==> src/design/asc_defines.vh <==
// Constants for the asynchronous SRAM bus controller.
// Assumes a 125 MHz mclk; times are in ns, counts derived from them.
`ifndef ASC_DEFINES_VH
`define ASC_DEFINES_VH

`define ASC_CLK_NS 8
`define ASC_ADDR_W 15
`define ASC_DATA_W 8
// Write pulse width, minimum
`define ASC_T_WP_NS 15
// Write to float delay, maximum
`define ASC_T_WHZ_NS 10
// Data overlap time, minimum
`define ASC_T_DW_NS 8
// Read cycle / access time
`define ASC_T_RC_NS 20
// Output disable to float, maximum
`define ASC_T_OHZ_NS 8
// Round up to whole cycles; zero ns gives zero cycles
`define ASC_CYC(ns) (((ns) + `ASC_CLK_NS - 1) / `ASC_CLK_NS)
`define ASC_CNT_W 4
// Cycle from the address to the select edge in a read
`define ASC_SETUP_CYC 1
// Flops that the sensed data bus passes
`define ASC_SYNC_CYC 2
`define ASC_ONE 4'h1

`endif

==> src/design/asc_timer.v <==
// Down-counter that paces each bus phase of the SRAM controller.
// Assumes load and the count come from logic on the same mclk.
`timescale 1ns/10ps
module asc_timer #(
    parameter CNT_W = 4
) (
    input wire mclk,              // System clock
    input wire reset_n,           // Async reset, active low
    input wire load,              // Start a new phase
    input wire [CNT_W-1:0] cycles, // Phase length in cycles
    output reg done               // Phase over, level
);
reg [CNT_W-1:0] cnt_q;

always @(posedge mclk or negedge reset_n) begin
    if (!reset_n) begin
        cnt_q <= {CNT_W{1'b0}};
        done <= 1'b1;
    end else if (load) begin
        cnt_q <= cycles - 1'b1;
        done <= (cycles <= 1);
    end else if (cnt_q != {CNT_W{1'b0}}) begin
        cnt_q <= cnt_q - 1'b1;
        done <= (cnt_q == 1);
    end
end
endmodule

==> src/design/asc_ctrl.v <==
// Host-side controller for an asynchronous 32K x 8 static RAM.
// Assumes the SRAM pins are joined by the bench; data bus is split
// into in, out and enable. User requests come from mclk logic.
`timescale 1ns/10ps
`include "asc_defines.vh"

////////////////////////////////////////////////////////////////////////
module asc_ctrl #(
    parameter ADDR_W = `ASC_ADDR_W,
    parameter DATA_W = `ASC_DATA_W
) (
    input wire mclk,                   // System clock, 125 MHz
    input wire reset_n,                // Async reset, active low
    input wire req_valid,              // Request, level until accepted
    input wire req_write,              // 1 write, 0 read
    input wire [ADDR_W-1:0] req_addr,  // Byte address
    input wire [DATA_W-1:0] req_wdata, // Write byte
    output reg req_ready,              // Idle, request taken when high
    output reg rsp_valid,              // Read data valid, one pulse
    output reg [DATA_W-1:0] rsp_rdata, // Read byte
    output reg wr_done,                // Write finished, one pulse
    output reg [ADDR_W-1:0] address_lines, // SRAM address
    output reg chip_sel_n,             // SRAM chip select, active low
    output reg write_en_n,             // SRAM write enable, active low
    output reg out_en_n,               // SRAM output enable, active low
    input wire [DATA_W-1:0] data_bus_pins_in, // Data bus sensed
    output reg [DATA_W-1:0] data_bus_pins_out, // Data bus driven
    output reg data_bus_pins_oe        // High while driving the bus
);

////////////////////////////////////////////////////////////////////////
// Cycle count to timer width; saturates so a slow part never wraps
// round to a short phase
function [`ASC_CNT_W-1:0] cyc_to_len;
    input integer n;
    begin
        if (n >= (1 << `ASC_CNT_W)) begin
            cyc_to_len = {`ASC_CNT_W{1'b1}};
        end else begin
            cyc_to_len = n[`ASC_CNT_W-1:0];
        end
    end
endfunction

localparam WP_CYC = `ASC_CYC(`ASC_T_WP_NS);
localparam OVL_CYC = `ASC_CYC(`ASC_T_WHZ_NS + `ASC_T_DW_NS);
// Pulse kept long enough even if OE were low, safe either way
localparam WR_CYC = (WP_CYC > OVL_CYC) ? WP_CYC : OVL_CYC;
localparam RD_CYC = `ASC_CYC(`ASC_T_RC_NS);
// Select falls a cycle after the take; the bus is sampled once the
// access time has run, then crosses the two sync flops
localparam RD_TOT = `ASC_SETUP_CYC + RD_CYC + `ASC_SYNC_CYC;
localparam HZ_CYC = `ASC_CYC(`ASC_T_OHZ_NS);
localparam [`ASC_CNT_W-1:0] WR_LEN = cyc_to_len(WR_CYC);
localparam [`ASC_CNT_W-1:0] RD_LEN = cyc_to_len(RD_TOT);
localparam [`ASC_CNT_W-1:0] HZ_LEN = cyc_to_len(HZ_CYC);

localparam S_IDLE = 3'd0;
localparam S_SETUP = 3'd1;
localparam S_WPULSE = 3'd2;
localparam S_WREC = 3'd3;
localparam S_READ = 3'd4;
localparam S_RFLOAT = 3'd5;

reg [2:0] state_q;
reg [2:0] state_d;
reg load;
reg [`ASC_CNT_W-1:0] cycles;
reg [DATA_W-1:0] rd_s1_d_q;
reg [DATA_W-1:0] rd_s2_q;
wire done;

asc_timer #(.CNT_W(`ASC_CNT_W)) u_timer (
    .mclk(mclk),
    .reset_n(reset_n),
    .load(load),
    .cycles(cycles),
    .done(done)
);

////////////////////////////////////////////////////////////////////////
// Read data passes two flops, it is asynchronous to mclk
always @(posedge mclk or negedge reset_n) begin
    if (!reset_n) begin
        rd_s1_d_q <= {DATA_W{1'b0}};
        rd_s2_q <= {DATA_W{1'b0}};
    end else begin
        rd_s1_d_q <= data_bus_pins_in;
        rd_s2_q <= rd_s1_d_q;
    end
end

////////////////////////////////////////////////////////////////////////
always @* begin
    state_d = state_q;
    load = 1'b0;
    cycles = `ASC_ONE;
    case (state_q)
    S_IDLE: begin
        if (req_valid && req_write) begin
            state_d = S_SETUP;
            load = 1'b1;
        end else if (req_valid) begin
            state_d = S_READ;
            load = 1'b1;
            cycles = RD_LEN;
        end
    end
    S_SETUP: begin
        state_d = S_WPULSE;
        load = 1'b1;
        cycles = WR_LEN;
    end
    S_WPULSE: begin
        if (done) begin
            state_d = S_WREC;
            load = 1'b1;
        end
    end
    S_WREC: begin
        if (done) begin
            state_d = S_IDLE;
        end
    end
    S_READ: begin
        if (done) begin
            state_d = S_RFLOAT;
            load = 1'b1;
            cycles = HZ_LEN;
        end
    end
    S_RFLOAT: begin
        if (done) begin
            state_d = S_IDLE;
        end
    end
    default: begin
        state_d = S_IDLE;
    end
    endcase
end

////////////////////////////////////////////////////////////////////////
always @(posedge mclk or negedge reset_n) begin
    if (!reset_n) begin
        state_q <= S_IDLE;
        req_ready <= 1'b1;
        rsp_valid <= 1'b0;
        rsp_rdata <= {DATA_W{1'b0}};
        wr_done <= 1'b0;
        address_lines <= {ADDR_W{1'b0}};
        chip_sel_n <= 1'b1;
        write_en_n <= 1'b1;
        out_en_n <= 1'b1;
        data_bus_pins_out <= {DATA_W{1'b0}};
        data_bus_pins_oe <= 1'b0;
    end else begin
        state_q <= state_d;
        rsp_valid <= 1'b0;
        wr_done <= 1'b0;
        req_ready <= (state_d == S_IDLE);
        case (state_d)
        S_SETUP: begin
            // Address set while both strobes high, OE held high
            address_lines <= req_addr;
            data_bus_pins_out <= req_wdata;
            out_en_n <= 1'b1;
        end
        S_WPULSE: begin
            // Select and write enable fall together: SRAM stays floating
            chip_sel_n <= 1'b0;
            write_en_n <= 1'b0;
            data_bus_pins_oe <= 1'b1;
        end
        S_WREC: begin
            // Both rise together; data held one cycle past the edge
            chip_sel_n <= 1'b1;
            write_en_n <= 1'b1;
        end
        S_READ: begin
            if (state_q == S_IDLE) begin
                // Address settles before select falls
                address_lines <= req_addr;
            end else begin
                chip_sel_n <= 1'b0;
                out_en_n <= 1'b0;
            end
            write_en_n <= 1'b1;
            data_bus_pins_oe <= 1'b0;
        end
        S_RFLOAT: begin
            // Leave a float gap so a following write finds a quiet bus
            chip_sel_n <= 1'b1;
            out_en_n <= 1'b1;
            if (state_q == S_READ) begin
                // Bus as it stood once the access time had run
                rsp_valid <= 1'b1;
                rsp_rdata <= rd_s2_q;
            end
        end
        default: begin
            chip_sel_n <= 1'b1;
            write_en_n <= 1'b1;
            data_bus_pins_oe <= 1'b0;
            if (state_q == S_WREC) begin
                wr_done <= 1'b1;
            end
        end
        endcase
    end
end
endmodule

==> config.mk <==
export PLATFORM = sky130hd
export DESIGN_NAME = asc_ctrl
export DESIGN_NICKNAME = d
export VERILOG_FILES = /design/src/design/asc_timer.v /design/src/design/asc_ctrl.v
export VERILOG_INCLUDE_DIRS = /design/src /design/src/design
export SDC_FILE = /design/constraint.sdc
export NUM_CORES = 1
export LEC_CHECK = 0
export ABC_AREA = 1
export BUFFER_PORTS_ARGS = -buffer_cell sky130_fd_sc_hd__buf_2
export CAP_MARGIN = 40
export CORE_MARGIN = 2
export CORE_UTILIZATION = 30
export DETAILED_ROUTE_END_ITERATION = 7
export PLACE_DENSITY = 0.58
export SLEW_MARGIN = 15
export SYNTH_ARGS = -nofsm -noshare
export SYNTH_HDL_FRONTEND = slang
export SYNTH_SLANG_ARGS = --single-unit
export TNS_END_PERCENT = 1
==> constraint.sdc <==
create_clock -name mclk -period 3.2 [get_ports mclk]
set_clock_uncertainty 0.1 [all_clocks]
set_input_delay 0.16 -clock mclk [delete_from_list [all_inputs] [get_ports mclk]]
set_output_delay 0.16 -clock mclk [all_outputs]
set_load 0.005 [all_outputs]
==> metrics.txt <==
post-synthesis sequential area ratio=64.0%; clock latency on the worst-skew pair=0.34 ns; clk sinks=62; DPL Wire Length=3400 um; kind of critical path=flip-flop to flip-flop; Post-layout nets=399; Setup violations, final=0; Compound-Gate Fraction of Synth Area=2.57%; critical path cell sequence=nor2_4 -> nand3_1 -> nand2_1 -> nand2_1 -> nand2_4 -> nand2_4 -> o21a_1; CP Capture Type=flip-flop; Initial Utilization=31.2%; number of antenna violations at the first check in global routing=0; Netlist cell types=31; Core ar.=7810 um^2; Area growth syn-to-layout=40.5%; Worst-path clk slew=0.07 ns; max_cap viols=0; Slew Limit Fails=0; WL per Instance=11.4 um; Synth Warn #=0; Hold-fix buffers, CTS=32; WHS=0.204 ns; GP Congestion=0.789; diode count=0; largest net degree at the start of global routing=63; die area=8850 um^2; Arr. time, crit path=2.00 ns; Vias=1998; worst reg2reg endpoint=write_en_n; maximum clock rate=544 MHz; worst min-delay path category=input port to flip-flop; Tcrit/Tclk final=57.5%; RSZ-0062 raised after global routing=no; Net Count, Synth=286; post-place setup slack=1.37 ns; antenna viol nets, final=0; CP required=3.36 ns; Worst slew margin=47.9%; Hold Path Cell Cnt=4; adder-cell share of the synthesized area=2.06%; post-synthesis xor/xnor area fraction=0.360%; Worst Reg-to-Reg Cells=7; Fin. Hold Viols=0; drt total wl=5320 um; clock network power share=22.1%; reg2reg setup slack=1.36 ns; Hold Path Origin=req_valid; I/O pin total=73; CP max stage delay=0.46 ns; min Tclk post-route=1.84 ns; Worst Hold Path EP=chip_sel_n; CTS buffer count=9; Startpoint Class=flip-flop; Gate Count Post-Synth=247; Sequential Power Share=41.4%; CTS max path bufs=2; Final Non-Filler Cells=466; post-CTS setup repair buffer count=0; Max IR drop VDD=0.335 mV; Iter 0 DRT Violations=71; Switch Pwr=1.10 mW; setup TNS=0 ns; Switching Share=36.3%; layout cell share with drive strength beyond 1=29.9%; first-pass GRT wire length=9340 um; All-Layer GR Usage=13.6%; status=completed; vias in the first global route=2022; Crit path buffers/inverters=0; GR Overflow Total=0; num rows=32; Post-CTS Resized=0; mux cell area share after synthesis=0%; power per cell area=888 nW/um^2; worst-path fanout max=12; Die Y=94.1 um; largest family of logic cells by synthesized area=simple AND/OR/NAND/NOR gates; TritonCTS clock tree=yes; 1st-pass router iterations=6; final setup margin=1.36 ns; Inst Count DP=419; clock root cell=clkbuf_8; Synth Area in Simple Gates=27.6%; DRC Markers=0; mapped cell area=2430 um^2; PortBufs=72; Pleak=1.84 nW; syn avg cell area=9.85 um^2; Chip Width=94.1 um; vias per cell=4.29; Least-Margin Pin Slew=0.781 ns; CP max-delay cell=dfrtp_1; CTS H-tree lvls=3; Total Power=3.03 mW; Int Pwr=1.93 mW; #FFs+latches synth=62; worst reg2reg startpoint=state_q[1]; combinational fraction of design power=36.5%; critical path's top delay family=simple AND/OR/NAND/NOR gates
==> worst max path at each step <==
stage	from	end	slack, ns	depth (start not counted)
CTS	state_q[1]	write_en_n	1.35	7
detailed placement	state_q[1]	write_en_n	1.37	7
floorplan	state_q[1]	u_timer.cnt_q[2]	1.59	9
global route	state_q[1]	chip_sel_n	1.12	9
finish	state_q[1]	write_en_n	1.36	7
global placement	state_q[1]	chip_sel_n	1.45	9
==> cells by family (layout without fill, tap and decap cells) <==
| group | count (synthesis) | after routing |
|---|---|---|
| AND/OR/NAND/NOR | 150 | 150 |
| flip-flops | 62 | 62 |
| buffers and inverters | 20 | 137 |
| AO/OA/AOI/OAI | 10 | 10 |
| adder cells (fa/ha/maj) | 4 | 4 |
| XOR/XNOR | 1 | 1 |
==> sequential cells by signal, indices dropped and copies added, names as in the netlist, 3 cells and up <==
| name | cells |
|---|---|
| address_lines | 15 |
| data_bus_pins_out | 8 |
| rd_s1_d_q | 8 |
| rd_s2_q | 8 |
| rsp_rdata | 8 |
| state_q | 3 |
| u_timer.cnt_q | 4 |
==> cells in the final DEF, fill, tap and decap left out, types with 2 or more instances in the layout <==
cell | Yosys | routed
nor2_1 | 8 | 8
nor2_2 | 2 | 2
nand3_1 | 6 | 6
ha_1 | 4 | 4
clkbuf_1 | 0 | 2
buf_2 | 1 | 72
nand2_4 | 4 | 4
nand2_1 | 116 | 116
o211ai_1 | 2 | 2
nor2_4 | 4 | 4
clkbuf_8 | 0 | 10
dfrtp_1 | 57 | 57
inv_1 | 12 | 12
dlygate4sd3_1 | 0 | 32
inv_2 | 4 | 4
or2_0 | 2 | 2
o21ai_1 | 3 | 3
dfstp_2 | 5 | 5
==> metal layers <==
layer | wire length (um) | GRT usage, %
met1 | 2360 | 17.2
met2 | 2550 | 21.2
met3 | 333 | 4.74
met4 | 79 | 5.43
met5 | 0 | 0
==> synth_stat cells, drive strengths merged <==
cell	number	area share, %
or2	2	0.51
nand3	7	1.6
inv	16	2.5
buf	3	0.82
nand4	2	0.77
clkinv	1	0.15
nand2	121	20
a21oi	1	0.21
nor2	14	3.6
nor3	1	0.21
nor4	1	0.26
and3	1	0.26
o211ai	2	0.62
a31oi	1	0.26
ha	4	2.1
dfrtp	57	59
nor3b	1	0.31
dfstp	5	5.4
o21a	1	0.31
o21ai	5	1.2
xor2	1	0.36
==> power groups by stage <==
stage               clock (mW)  sequential (mW)  combinational, mW
detailed placement           0             1.26               1.09
floorplan                    0             1.27              0.676
global route             0.735             1.29               1.30
global placement             0             1.26               1.07
CTS                      0.692             1.26               1.13
finish                   0.671             1.25               1.11
==> metrics by stage <==
stage / cell area, um^2 / utilization (%)
6_report: 3420 / 43.8
5_1_grt: 3420 / 43.8
4_1_cts: 3420 / 43.8
3_5_place_dp: 2910 / 37.3
3_3_place_gp: 2910 / 37.3
2_1_floorplan: 2430 / -
==> worst reg2reg max path: stages (launching register included) <==
cell and delay (ns):
dfrtp_1 0.46, nor2_4 0.16, nand3_1 0.40, nand2_1 0.18
nand2_1 0.12, nand2_4 0.12, nand2_4 0.06, o21a_1 0.17
==> final cells by class <==
class / count / area [um^2]
fillers: 783 / 4390
flip-flops and latches: 62 / 1560
multi-input cells: 165 / 792
repair buffers: 105 / 688
clock buffers: 12 / 145
well taps: 102 / 128
inverters: 17 / 63.8
clock inverters: 3 / 43.8
Note: power is estimated with default switching activity, not from simulation.
